$ cat src/adg_pkg.sv
// Package for the acquisition diagnostic and switch check block
package adg_pkg;
  // Register byte offsets
  localparam logic [5:0] OFS_DIAG_CONFIG  = 6'h00;
  localparam logic [5:0] OFS_SCAN_CONTROL = 6'h04;
  localparam logic [5:0] OFS_DIAG_RESULT_A = 6'h08;
  localparam logic [5:0] OFS_DIAG_RESULT_B = 6'h0c;
  localparam logic [5:0] OFS_SW_THRESH    = 6'h10;
  localparam logic [5:0] OFS_SW_HIGH      = 6'h14;
  localparam logic [5:0] OFS_CELL_CFG     = 6'h18;
  localparam logic [5:0] OFS_ALERT        = 6'h1c;
  localparam logic [5:0] OFS_PASS         = 6'h20;
  localparam logic [5:0] OFS_OVERRIDE     = 6'h24;
  // Field positions in scan_control_reg
  localparam int SC_START    = 0;
  localparam int SC_SHAPE    = 1;
  localparam int SC_STUCK_EN = 2;
  localparam int SC_CFG_LO   = 4;
  localparam int SC_OVS_LO   = 8;
  localparam int SC_TOPA_LO  = 12;
  localparam int SC_TOPB_LO  = 16;
  // Alert register fields
  localparam int AL_SUM      = 16;
  localparam int AL_DONE     = 17;
  localparam int AL_OV       = 18;
  localparam int AL_UV       = 19;
  localparam int AL_MM       = 20;
  // Diagnostic select codes
  localparam logic [3:0] DG_NONE   = 4'h0;
  localparam logic [3:0] DG_OFFSET = 4'h6;
  localparam logic [3:0] DG_DAC_HI = 4'h7;
  localparam logic [3:0] DG_DAC_LO = 4'h8;
  localparam logic [3:0] DG_THERM  = 4'h9;
  localparam logic [3:0] DG_ZERO   = 4'ha;
  localparam logic [3:0] DG_FULL   = 4'hb;
  localparam logic [3:0] DG_LEVEL_SHIFT_AMP  = 4'hc;
  // Scan configuration codes
  localparam logic [2:0] SCF_SHORT = 3'h4;
  localparam logic [2:0] SCF_OPEN  = 3'h5;
  localparam logic [2:0] SCF_ODD   = 3'h6;
  localparam logic [2:0] SCF_EVEN  = 3'h7;
  // Pass windows, 14-bit results
  localparam logic [13:0] OFS_PYR_LO = 14'h1ff6;
  localparam logic [13:0] OFS_PYR_HI = 14'h200a;
  localparam logic [13:0] OFS_RMP_LO = 14'h1fea;
  localparam logic [13:0] OFS_RMP_HI = 14'h2011;
  localparam logic [13:0] THM_LO     = 14'h1f91;
  localparam logic [13:0] THM_HI     = 14'h2070;
  localparam logic [13:0] MID_SCALE  = 14'h2000;
  localparam logic [13:0] LSA_LO     = 14'h1fd4;
  localparam logic [13:0] LSA_HI     = 14'h202d;
  localparam logic [13:0] ZERO_CODE  = 14'h0000;
  localparam logic [13:0] FULL_CODE  = 14'h3fff;
  localparam logic [13:0] DLO_LO     = 14'h0f4d;
  localparam logic [13:0] DLO_HI     = 14'h1086;
  localparam logic [13:0] DHI_LO     = 14'h2f06;
  localparam logic [13:0] DHI_HI     = 14'h30a4;
  localparam logic [11:0] DAC_QUARTER = 12'h3ff;
  localparam logic [11:0] DAC_3QUART  = 12'hc00;
  localparam logic [13:0] ODD_SW     = 14'h1555;
  localparam logic [13:0] EVEN_SW    = 14'h2aaa;
  localparam logic [2:0]  OVS_MIN16  = 3'h3;
  localparam int          NCH        = 14;
  // Analog path override bundle
  typedef struct packed {
    logic        adc_in_short;
    logic        amp_in_short;
    logic        level_shift_amp_short;
    logic        therm_ref;
    logic        to_neg_supply;
    logic        to_pos_supply;
    logic        dac_route;
    logic [11:0] dac_code;
    logic        force_bipolar;
    logic        no_chop;
    logic        alternate_mux_path;
    logic        stuck_check;
    logic        ovs_force_one;
  } adg_ovr_t;
  typedef enum logic [1:0] {
    ST_IDLE = 2'b00,
    ST_RUN  = 2'b01,
    ST_EVAL = 2'b10
  } adg_state_t;
endpackage

$ cat src/adg_diag.sv
// Diagnostic selection, evaluation and switch check logic
//
// Local design decisions: register access over Avalon-MM and the register addresses.
`timescale 1ns/10ps
// Notes on behaviour
// - Offset code 0110 runs offset check to result
// - Shape 0 shorts converter, 1 shorts amplifier
// - Pyramid offset passes 1ff6 to 200a
// - Ramp offset passes 1fea to 2011
// - Code 1001 shorts converter, thermistor reference
// - Thermistor offset passes 1f91 to 2070
// - Code 1100 shorts shift amp, no chop
// - Shift amp offset passes 1fd4 to 202d
// - Code 1010 drives negative supply, expects zero
// - Code 1011 drives positive supply, expects 3fff
// - Stuck check enable appends end-of-scan check
// - Quarter-scale loads 3ff, passes 0f4d-1086
// - Three-quarter loads c00, passes 2f06-30a4
// - Scan config codes select four switch checks
// - Switch modes override settings, alternate mux
// - Compare each channel against its mode threshold
// - Alert vector cleared on request, written end
// - Short below threshold; others outside window
// - Summary is OR of vector; write zero clears
// - Equal top cells mask channels above top
// - Switch modes leave cell alerts unchanged
// - Short mode disables switches, measures unipolar
module adg_diag
  import adg_pkg::*;
(
  input  wire logic        ref_clk,
  input  wire logic        reset_n,
  input  wire logic [5:0]  avs_address,
  input  wire logic        avs_read,
  input  wire logic        avs_write,
  input  wire logic [31:0] avs_writedata,
  input  wire logic [3:0]  avs_byteenable,
  output logic [31:0]      avs_readdata,
  output logic             avs_waitrequest,
  output logic             acq_start,
  input  wire logic        acq_done,
  input  wire logic        acq_sample_valid,
  input  wire logic [3:0]  acq_sample_chan,
  input  wire logic        acq_sample_diag_b,
  input  wire logic [13:0] acq_sample_data,
  input  wire logic        acq_cell_alert_valid,
  input  wire logic [2:0]  acq_cell_alert,
  output adg_ovr_t         path_override,
  output logic [13:0]      balance_switch_enable,
  output logic [13:0]      channel_measure_enable
);
  logic [31:0] diag_config_reg_ff;
  logic [31:0] scan_control_reg_ff;
  logic [31:0] thr_ff;
  logic [31:0] thr_high_ff;
  logic [31:0] cell_cfg_ff;
  logic [15:0] diag_result_a_ff;
  logic [15:0] diag_result_b_ff;
  logic [13:0] switch_alert_vector_ff;
  logic [13:0] sw_pending_ff;
  logic        switch_alert_summary_ff;
  logic        scan_complete_flag_ff;
  logic [2:0]  cell_alert_ff;
  logic [1:0]  pass_ff;
  logic        rd_ack_ff;
  logic        start_ff;
  adg_state_t  state_ff;

  logic [3:0]  diag_select_a;
  logic [3:0]  diag_select_b;
  logic [13:0] switch_short_threshold;
  logic [13:0] switch_low_threshold;
  logic [13:0] switch_high_threshold;
  logic [13:0] sw_enable_cfg;
  logic [13:0] channel_bipolar_flag;
  logic [13:0] cell_en_cfg;
  logic        scan_shape_select;
  logic [2:0]  scan_config_field;
  logic [2:0]  oversample_count;
  logic [3:0]  top_cell_a;
  logic [3:0]  top_cell_b;
  logic        sw_mode;
  logic        end_scan_stuck_check_en;
  logic [13:0] top_mask;
  logic [13:0] ch_fault;
  logic        wr_acc;
  logic        rd_acc;
  logic [31:0] wmask;
  logic [31:0] rd_mux;

  assign diag_select_a          = diag_config_reg_ff[3:0];
  assign diag_select_b          = diag_config_reg_ff[7:4];
  assign scan_shape_select      = scan_control_reg_ff[SC_SHAPE];
  assign end_scan_stuck_check_en = scan_control_reg_ff[SC_STUCK_EN];
  assign scan_config_field      = scan_control_reg_ff[SC_CFG_LO +: 3];
  assign oversample_count       = scan_control_reg_ff[SC_OVS_LO +: 3];
  assign top_cell_a             = scan_control_reg_ff[SC_TOPA_LO +: 4];
  assign top_cell_b             = scan_control_reg_ff[SC_TOPB_LO +: 4];
  assign switch_short_threshold = thr_ff[13:0];
  assign switch_low_threshold   = thr_ff[29:16];
  assign switch_high_threshold  = thr_high_ff[13:0];
  assign sw_enable_cfg          = cell_cfg_ff[13:0];
  assign channel_bipolar_flag   = cell_cfg_ff[29:16];
  assign cell_en_cfg            = diag_config_reg_ff[29:16];
  assign sw_mode                = scan_config_field[2];

  // Bus: writes finish in one cycle, reads take one wait state
  assign wr_acc          = avs_write;
  assign rd_acc          = avs_read && rd_ack_ff;
  assign avs_waitrequest = avs_read && !rd_ack_ff;
  assign wmask = {{8{avs_byteenable[3]}}, {8{avs_byteenable[2]}},
                  {8{avs_byteenable[1]}}, {8{avs_byteenable[0]}}};

  always_ff @(posedge ref_clk or negedge reset_n) begin
    if (!reset_n) begin
      rd_ack_ff <= 1'b0;
    end else begin
      rd_ack_ff <= avs_read && !rd_ack_ff;
    end
  end

  function automatic logic [31:0] merge(input logic [31:0] old,
                                        input logic [31:0] mask,
                                        input logic [31:0] val);
    merge = (old & ~mask) | (val & mask);
  endfunction

  always_ff @(posedge ref_clk or negedge reset_n) begin
    if (!reset_n) begin
      diag_config_reg_ff <= 32'h0000_0000;
      thr_ff             <= 32'h0000_0000;
      thr_high_ff        <= 32'h0000_0000;
      cell_cfg_ff        <= 32'h0000_0000;
    end else if (wr_acc) begin
      case (avs_address)
        OFS_DIAG_CONFIG:
          diag_config_reg_ff <= merge(diag_config_reg_ff, wmask,
                                      avs_writedata);
        OFS_SW_THRESH:
          thr_ff <= merge(thr_ff, wmask, avs_writedata);
        OFS_SW_HIGH:
          thr_high_ff <= merge(thr_high_ff, wmask, avs_writedata);
        OFS_CELL_CFG:
          cell_cfg_ff <= merge(cell_cfg_ff, wmask, avs_writedata);
        default: ;
      endcase
    end
  end

  // Start bit is self-clearing and is never stored
  always_ff @(posedge ref_clk or negedge reset_n) begin
    if (!reset_n) begin
      scan_control_reg_ff <= 32'h0000_0000;
      start_ff            <= 1'b0;
    end else begin
      start_ff <= 1'b0;
      if (wr_acc && avs_address == OFS_SCAN_CONTROL) begin
        scan_control_reg_ff <= merge(scan_control_reg_ff, wmask,
                                     avs_writedata) & ~32'h0000_0001;
        start_ff <= avs_byteenable[0] && avs_writedata[SC_START] &&
                    state_ff == ST_IDLE;
      end
    end
  end
  assign acq_start = start_ff;

  // Scan sequencing
  always_ff @(posedge ref_clk or negedge reset_n) begin
    if (!reset_n) begin
      state_ff <= ST_IDLE;
    end else begin
      case (state_ff)
        ST_IDLE: state_ff <= start_ff ? ST_RUN : ST_IDLE;
        ST_RUN:  state_ff <= acq_done ? ST_EVAL : ST_RUN;
        ST_EVAL: state_ff <= ST_IDLE;
        default: state_ff <= ST_IDLE;
      endcase
    end
  end

  // Analog overrides for the active diagnostic or switch mode
  always_comb begin
    logic [3:0] d;
    d = (diag_select_a != DG_NONE) ? diag_select_a : diag_select_b;
    path_override = '0;
    path_override.stuck_check = end_scan_stuck_check_en;
    if (sw_mode) begin
      path_override.alternate_mux_path = 1'b1;
      path_override.ovs_force_one      = 1'b1;
      path_override.force_bipolar      = scan_config_field != SCF_SHORT;
    end else begin
      case (d)
        DG_OFFSET: begin
          path_override.adc_in_short  = !scan_shape_select;
          path_override.amp_in_short  = scan_shape_select;
          path_override.no_chop       = scan_shape_select;
          path_override.force_bipolar = 1'b1;
        end
        DG_THERM: begin
          path_override.adc_in_short  = 1'b1;
          path_override.therm_ref     = 1'b1;
          path_override.force_bipolar = 1'b1;
        end
        DG_LEVEL_SHIFT_AMP: begin
          path_override.level_shift_amp_short   = 1'b1;
          path_override.no_chop       = 1'b1;
          path_override.force_bipolar = 1'b1;
        end
        DG_ZERO: begin
          path_override.to_neg_supply = 1'b1;
          path_override.force_bipolar = 1'b1;
        end
        DG_FULL: begin
          path_override.to_pos_supply = 1'b1;
          path_override.force_bipolar = 1'b1;
        end
        DG_DAC_LO: begin
          path_override.dac_route = 1'b1;
          path_override.dac_code  = DAC_QUARTER;
        end
        DG_DAC_HI: begin
          path_override.dac_route = 1'b1;
          path_override.dac_code  = DAC_3QUART;
        end
        default: ;
      endcase
    end
  end

  // Switch and measurement enables per mode
  always_comb begin
    balance_switch_enable  = sw_enable_cfg;
    channel_measure_enable = cell_en_cfg;
    case (scan_config_field)
      SCF_SHORT: begin
        balance_switch_enable  = '0;
        channel_measure_enable = cell_en_cfg & ~channel_bipolar_flag;
      end
      SCF_OPEN: begin
        channel_measure_enable = sw_enable_cfg & ~channel_bipolar_flag;
      end
      SCF_ODD, SCF_EVEN: begin
        balance_switch_enable = (scan_config_field == SCF_ODD ? ODD_SW :
                                 EVEN_SW) & ~channel_bipolar_flag &
                                top_mask;
        channel_measure_enable = balance_switch_enable;
      end
      default: ;
    endcase
  end

  // Channels above the top cell are masked only when tops agree
  genvar gi;
  generate
    for (gi = 0; gi < NCH; gi++) begin : g_ch
      assign top_mask[gi] = (top_cell_a != top_cell_b) ||
                            (4'(gi) <= top_cell_a);
      assign ch_fault[gi] = acq_sample_valid && sw_mode &&
        acq_sample_chan == 4'(gi) && channel_measure_enable[gi] &&
        top_mask[gi] &&
        ((scan_config_field == SCF_SHORT) ?
          (acq_sample_data < switch_short_threshold) :
          (acq_sample_data < switch_low_threshold ||
           acq_sample_data > switch_high_threshold));
    end
  endgenerate

  function automatic logic in_win(input logic [13:0] v,
                                  input logic [13:0] lo,
                                  input logic [13:0] hi);
    in_win = v >= lo && v <= hi;
  endfunction

  function automatic logic judge(input logic [3:0] d,
                                 input logic shape,
                                 input logic [13:0] v);
    case (d)
      DG_OFFSET: judge = shape ? in_win(v, OFS_RMP_LO, OFS_RMP_HI)
                               : in_win(v, OFS_PYR_LO, OFS_PYR_HI);
      DG_THERM:  judge = in_win(v, THM_LO, THM_HI);
      DG_LEVEL_SHIFT_AMP:  judge = in_win(v, LSA_LO, LSA_HI);
      DG_ZERO:   judge = v == ZERO_CODE;
      DG_FULL:   judge = v == FULL_CODE;
      DG_DAC_LO: judge = in_win(v, DLO_LO, DLO_HI);
      DG_DAC_HI: judge = in_win(v, DHI_LO, DHI_HI);
      default:   judge = 1'b0;
    endcase
  endfunction

  // Diagnostic results, left aligned in 16 bits
  always_ff @(posedge ref_clk or negedge reset_n) begin
    if (!reset_n) begin
      diag_result_a_ff <= 16'h0000;
      diag_result_b_ff <= 16'h0000;
      pass_ff          <= 2'b00;
    end else if (acq_sample_valid && state_ff == ST_RUN && !sw_mode) begin
      if (!acq_sample_diag_b) begin
        diag_result_a_ff <= {acq_sample_data, 2'b00};
        pass_ff[0] <= judge(diag_select_a, scan_shape_select,
                            acq_sample_data);
      end else begin
        diag_result_b_ff <= {acq_sample_data, 2'b00};
        pass_ff[1] <= judge(diag_select_b, scan_shape_select,
                            acq_sample_data);
      end
    end
  end

  // Switch alert collection and publication
  always_ff @(posedge ref_clk or negedge reset_n) begin
    if (!reset_n) begin
      sw_pending_ff          <= '0;
      switch_alert_vector_ff <= '0;
      switch_alert_summary_ff <= 1'b0;
    end else begin
      if (start_ff && sw_mode) begin
        sw_pending_ff          <= '0;
        switch_alert_vector_ff <= '0;
      end else if (state_ff == ST_RUN) begin
        sw_pending_ff <= sw_pending_ff | ch_fault;
      end
      if (state_ff == ST_EVAL && sw_mode) begin
        switch_alert_vector_ff  <= sw_pending_ff & top_mask;
        switch_alert_summary_ff <= |(sw_pending_ff & top_mask);
      end else if (wr_acc && avs_address == OFS_ALERT &&
                   avs_byteenable[2] && !avs_writedata[AL_SUM]) begin
        switch_alert_summary_ff <= 1'b0;
      end
    end
  end

  // Scan-complete flag; a new completion wins over a clear
  always_ff @(posedge ref_clk or negedge reset_n) begin
    if (!reset_n) begin
      scan_complete_flag_ff <= 1'b0;
    end else if (state_ff == ST_EVAL) begin
      scan_complete_flag_ff <= 1'b1;
    end else if (start_ff) begin
      scan_complete_flag_ff <= 1'b0;
    end
  end

  // Cell alerts follow only normal measurement scans
  always_ff @(posedge ref_clk or negedge reset_n) begin
    if (!reset_n) begin
      cell_alert_ff <= 3'b000;
    end else if (acq_cell_alert_valid && !sw_mode) begin
      cell_alert_ff <= acq_cell_alert;
    end
  end

  always_comb begin
    rd_mux = 32'h0000_0000;
    case (avs_address)
      OFS_DIAG_CONFIG:   rd_mux = diag_config_reg_ff;
      OFS_SCAN_CONTROL:  rd_mux = scan_control_reg_ff;
      OFS_DIAG_RESULT_A: rd_mux = {16'h0000, diag_result_a_ff};
      OFS_DIAG_RESULT_B: rd_mux = {16'h0000, diag_result_b_ff};
      OFS_SW_THRESH:     rd_mux = thr_ff;
      OFS_SW_HIGH:       rd_mux = thr_high_ff;
      OFS_CELL_CFG:      rd_mux = cell_cfg_ff;
      OFS_ALERT:         rd_mux = {11'h000, cell_alert_ff,
                                   scan_complete_flag_ff,
                                   switch_alert_summary_ff, 2'b00,
                                   switch_alert_vector_ff};
      OFS_PASS:          rd_mux = {28'h0000000, state_ff != ST_IDLE,
                                   oversample_count >= OVS_MIN16,
                                   pass_ff};
      OFS_OVERRIDE:      rd_mux = {8'h00, path_override};
      default:           rd_mux = 32'h0000_0000;
    endcase
  end

  always_ff @(posedge ref_clk or negedge reset_n) begin
    if (!reset_n) begin
      avs_readdata <= 32'h0000_0000;
    end else if (avs_read && !rd_ack_ff) begin
      avs_readdata <= rd_mux;
    end
  end
endmodule

$ cat config.mk
export PLATFORM = sky130hd
export DESIGN_NAME = adg_diag
export DESIGN_NICKNAME = d
export VERILOG_FILES = /design/src/adg_pkg.sv /design/src/adg_diag.sv
export SDC_FILE = /design/constraint.sdc
export NUM_CORES = 1
export LEC_CHECK = 0
export BUFFER_PORTS_ARGS = -buffer_cell sky130_fd_sc_hd__buf_2
export CAP_MARGIN = 10
export CELL_PAD_IN_SITES_DETAIL_PLACEMENT = 1
export CELL_PAD_IN_SITES_GLOBAL_PLACEMENT = 1
export CORE_MARGIN = 8
export CORE_UTILIZATION = 45
export CTS_BUF_LIST = sky130_fd_sc_hd__clkbuf_8 sky130_fd_sc_hd__clkbuf_16
export DETAILED_ROUTE_END_ITERATION = 12
export PLACE_DENSITY = 0.86
export SLEW_MARGIN = 5
export SYNTH_ARGS = -nofsm -noshare
export SYNTH_HDL_FRONTEND = slang
export SYNTH_SLANG_ARGS = --single-unit
$ cat constraint.sdc
create_clock -name ref_clk -period 2.3 [get_ports ref_clk]
set_input_delay 0.23 -clock ref_clk [delete_from_list [all_inputs] [get_ports ref_clk]]
set_output_delay 0.23 -clock ref_clk [all_outputs]
set_load 0.01 [all_outputs]
Word level (Yosys, flattened, before mapping)
Index checks and enable logic that the tools add are counted.
Cells by class
  magnitude comparators: 30
  equality and inequality tests: 52
  muxes and demuxes: 34
  bitwise logic cells: 20
  reductions and logical operators: 113
Operator list (number)
  case mux 32 bit (10 select lines): 1
  bitwise AND 32 bit: 6
  bitwise OR 32 bit: 5
  equality test 4 bit, second input constant: 21
  logical AND 1 bit: 75
  bitwise AND 14 bit: 5
  <= comparator 14 bit, second input constant: 5
  2-to-1 mux 14 bit: 5
  >= comparator 14 x 13 -> 1 bit, second input constant: 4
  case mux 14 bit (3 select lines): 1
  equality test 4 x 3 -> 1 bit, second input constant: 10
  inverter 32 bit: 1
  < comparator 14 bit: 2
  case mux 14 bit (2 select lines): 1
  case mux 13 bit (2 select lines): 1
  equality test 6 x 5 -> 1 bit, second input constant: 4
  <= comparator 4 bit, first input constant: 6
  2-to-1 mux 19 bit: 1
  2-to-1 mux 1 bit: 17
  <= comparator 3 x 4 -> 1 bit, first input constant: 4
  logical OR 1 bit: 15
  equality test 14 bit, second input constant: 1
  >= comparator 14 x 12 -> 1 bit, second input constant: 1
  >= comparator 14 bit, second input constant: 1
  34 further kinds: 56
Storage, ports and cells
  flip-flop bits (word level): 258
  bits of input ports: 71
  output and inout port bits: 86
  word-level logic and storage cells: 267

Depth between registers and ports, before layout
  depth in word-level cells: 11
  depth in mapped cells: 10
  gate-level depth less buffers: 8

Worst setup path before layout
OpenSTA, ideal clock, no wires.
  path type: register to output
  start: register with a tool-made name
  end: output path_override[10] in the netlist's numbering
  data arrival time: 1.862 ns
  data required time: 2.070 ns
  path slack: 0.208 ns
  stages on the path, launching flop included: 7
  path buffers: 2
  cell sequence: dfrtp_1 -> buf_2 -> nor4b_1 -> o21ai_1 -> or4_1 -> inv_1 -> buf_4
RTL lines
  end: declaration: RTL line adg_diag.sv:48  | output adg_ovr_t path_override,

==> results.json <==
{
  "first_global_vias": 15470,
  "antenna_found_initial": 9,
  "finClkSkew_ns": 0.03726,
  "die_y_microns": 193.7,
  "avgSynthCellArea_sq_um": 10.29,
  "clk_pin_slew_ns": 0.08,
  "final_hold_viol_count": 0,
  "critPathKind": "flip-flop to flip-flop",
  "area_growth_pct": 35.98,
  "min_period_ns": 2.821,
  "routabilityCongestion": 0.9503,
  "synth_top_area_cell": "dfrtp_1",
  "synth_top_area_share_pct": 45.41,
  "yosysUniqueCellTypes": 74,
  "drive_above_1_share_pct": 43.48,
  "grtUsageTotal_pct": 34.00,
  "finalMaxSlewViolations": 0,
  "worst_setup_path_start_kind": "flip-flop",
  "viasPerCell": 7.188,
  "die_area_sq_um": 37540,
  "syn-num-nets": 1492,
  "cellPowerDensity_nw_per_um2": 725.9,
  "clock_sinks": 258,
  "synth_edf_count": 0,
  "htree_levels": 1,
  "ios": 157,
  "final_util_pct": 61.74,
  "tightest_slew_ns": 1.176,
  "wire_per_inst_microns": 35.88,
  "drcViolationCount": 0,
  "p_leak_nw": 8.945,
  "synthesis.area_sq_um": 14220,
  "power_w": 0.01403,
  "synthArstFlopShare_pct": 100.0,
  "min_path_type": "input port to flip-flop",
  "synth_cells": 1381,
  "insertion_delay_ns": 0.58,
  "grt_overflow": 0,
  "yosys-top-cells-area": "dfrtp_1, mux2_2, ha_1",
  "grt_max_degree": 78,
  "cap_violations": 0,
  "rsz0062_at_grt": "true",
  "fillers": 3239,
  "grt_pass1_wl_microns": 98550,
  "synthFlopType": "dfrtp_1",
  "max_freq_ghz": 0.3545,
  "antenna_left": 0,
  "violations": "negative setup slack",
  "dp_hpwl_microns": 42940,
  "timing.hold.ws_ns": 0.02451,
  "yosys_warnings": 0,
  "status": "complete, but fails checks",
  "arrival_ns": 3.19,
  "slew-limit-headroom_pct": 20.75,
  "ys_ff_latch": 258,
  "cp.required_ns": 2.67,
  "clk_root_buffer_cell": "clkbuf_16",
  "fp.dieW_microns": 193.7,
  "clock_path_buffers": 3,
  "cts_tree": "done",
  "numPortBuffers": 156,
  "crit_path_max_fanout": 21,
  "dr.pass1.iters": 6,
  "final.period_utilization_pct": 122.6,
  "multi_input_area_sq_um": 8015,
  "fp-row-count": 65,
  "final_nets": 1831,
  "first_iter_violations": 1996,
  "vdd_drop_max_mv": 0.5770,
  "register_area_sq_um": 6470,
  "num_vias": 15450,
  "setup_viol_count_final": 64,
  "timing.final.ws_setup_ns": -0.5209,
  "start_util_pct": 45.41,
  "crit_path_end_kind": "flip-flop",
  "numCtsBuffers": 28,
  "reg2reg_slack_ns": -0.52,
  "synth_seq_area_share_pct": 45.41,
  "core_area_sq_um": 31310,
  "wl_microns": 77100
}
path summary, 6_finish.rpt:
path | depth (start not counted) | startpoint | to
min | 2 | avs_writedata[14] | flip-flop
min in group asynchronous | 2 | reset_n | async pin
max reg2reg | 5 | flip-flop | switch_alert_vector_ff[8]
max in group asynchronous | 3 | reset_n | async pin
min reg2reg | 2 | avs_readdata[26] | avs_readdata[26]
max | 5 | flip-flop | switch_alert_vector_ff[8]
worst max-delay path, cell delays in order (launching register included):
cell and delay (ns):
dfrtp_2 0.39, buf_6 0.13, buf_4 0.17, clkinvlp_4 0.14
or3_1 0.74, o21ai_0 1.06
layout by cell type (no fill, tap or decap), types with 9 or more instances in the layout:
master,synthesis,layout
a22o_1,22,22
nand3_1,45,44
a222oi_1,15,15
dlygate4sd3_1,0,24
buf_12,0,17
dfrtp_1,258,247
and3_1,11,9
mux2i_1,19,19
o21ai_0,99,84
nor2_1,62,46
a221oi_1,11,11
o22a_1,9,9
o32a_1,10,10
o21ai_2,1,10
mux2_2,168,168
nor2b_1,11,9
nor2_4,0,10
nand2_1,125,115
inv_1,69,71
buf_2,26,146
nand4_1,19,19
buf_6,1,46
dfrtp_2,0,11
buf_4,16,165
nor2_2,4,10
a31oi_1,12,11
nor3_1,18,13
ha_1,40,35
clkbuf_16,0,29
a21oi_1,29,23
a22oi_1,58,51
through the flow:
step           setup slack, ns  cells  area, sq um  setup TNS, ns
3_5_place_dp           -0.3041   1964        16090         -3.783
3_3_place_gp           -0.1832   1964        16090         -2.331
6_report               -0.5209   2149        19330         -17.15
2_1_floorplan           0.2077   1381        14220              0
4_1_cts                -0.1748   2093        18280         -2.647
5_1_grt                -0.5257   2147        19330         -19.48
power by group:
group          internal [W]  switching (W)  leakage, nW
Clock               0.00255        0.00208        0.484
Combinational       0.00169        0.00232         5.06
Sequential          0.00492       0.000471         3.40
Total               0.00916        0.00488         8.95
cell usage after synthesis (8+ instances only):
cell type and instances:
nand3_1 45, a22oi_1 58, a31oi_1 12, mux2i_1 19, mux2_2 168, and2_1 8
nor2b_1 11, buf_2 26, o21ai_0 99, ha_1 40, a221oi_1 11, buf_4 16
dfrtp_1 258, nand2_1 125, inv_1 69, nor4_1 13, clkbuf_1 45, o32a_1 10
and3_1 11, nand4_1 19, nand2b_1 10, a21oi_1 29, nor3_1 18, o22a_1 9
o31ai_1 16, nor2_1 62, or4_1 8, a222oi_1 15, a22o_1 22
logic make-up after synthesis:
| group | synth area share, % |
|---|---|
| xor gates and xnor gates | 0.2464 |
| buffers and inverters | 5.060 |
| DFF | 45.41 |
| and+or+nand+nor | 13.70 |
| muxes | 14.64 |
| adders and majority gates | 3.520 |
| AOI/OAI and AO/OA | 17.42 |
cell type report:
type / count / share of cell area (%)
timing repair inverter: 1 / 0.03883
timing repair buffer: 402 / 16.23
clock buffer: 35 / 4.123
clock inverter: 16 / 0.5437
sequential: 258 / 33.47
multi-input combinational: 958 / 41.46
inverter: 71 / 1.456
antenna: 6 / 0.07766
tap: 402 / 2.602
layer usage:
layer / wire length (microns) / GRT usage, %
met1: 25840 / 40.00
met2: 34860 / 54.19
met3: 8835 / 8.973
met4: 7560 / 22.92
met5: 0 / 0
repair_timing:
action / CTS / global route
endpoints found under the hold margin: 136 / 0
endpoints found under the setup margin: 63 / 72
gates cloned: 3 / 2
pin swaps: 45 / 43
hold buffers: 24 / 0
setup buffers: 52 / 52
resized for setup: 140 / 128
Note: power is estimated with default switching activity, not from simulation.
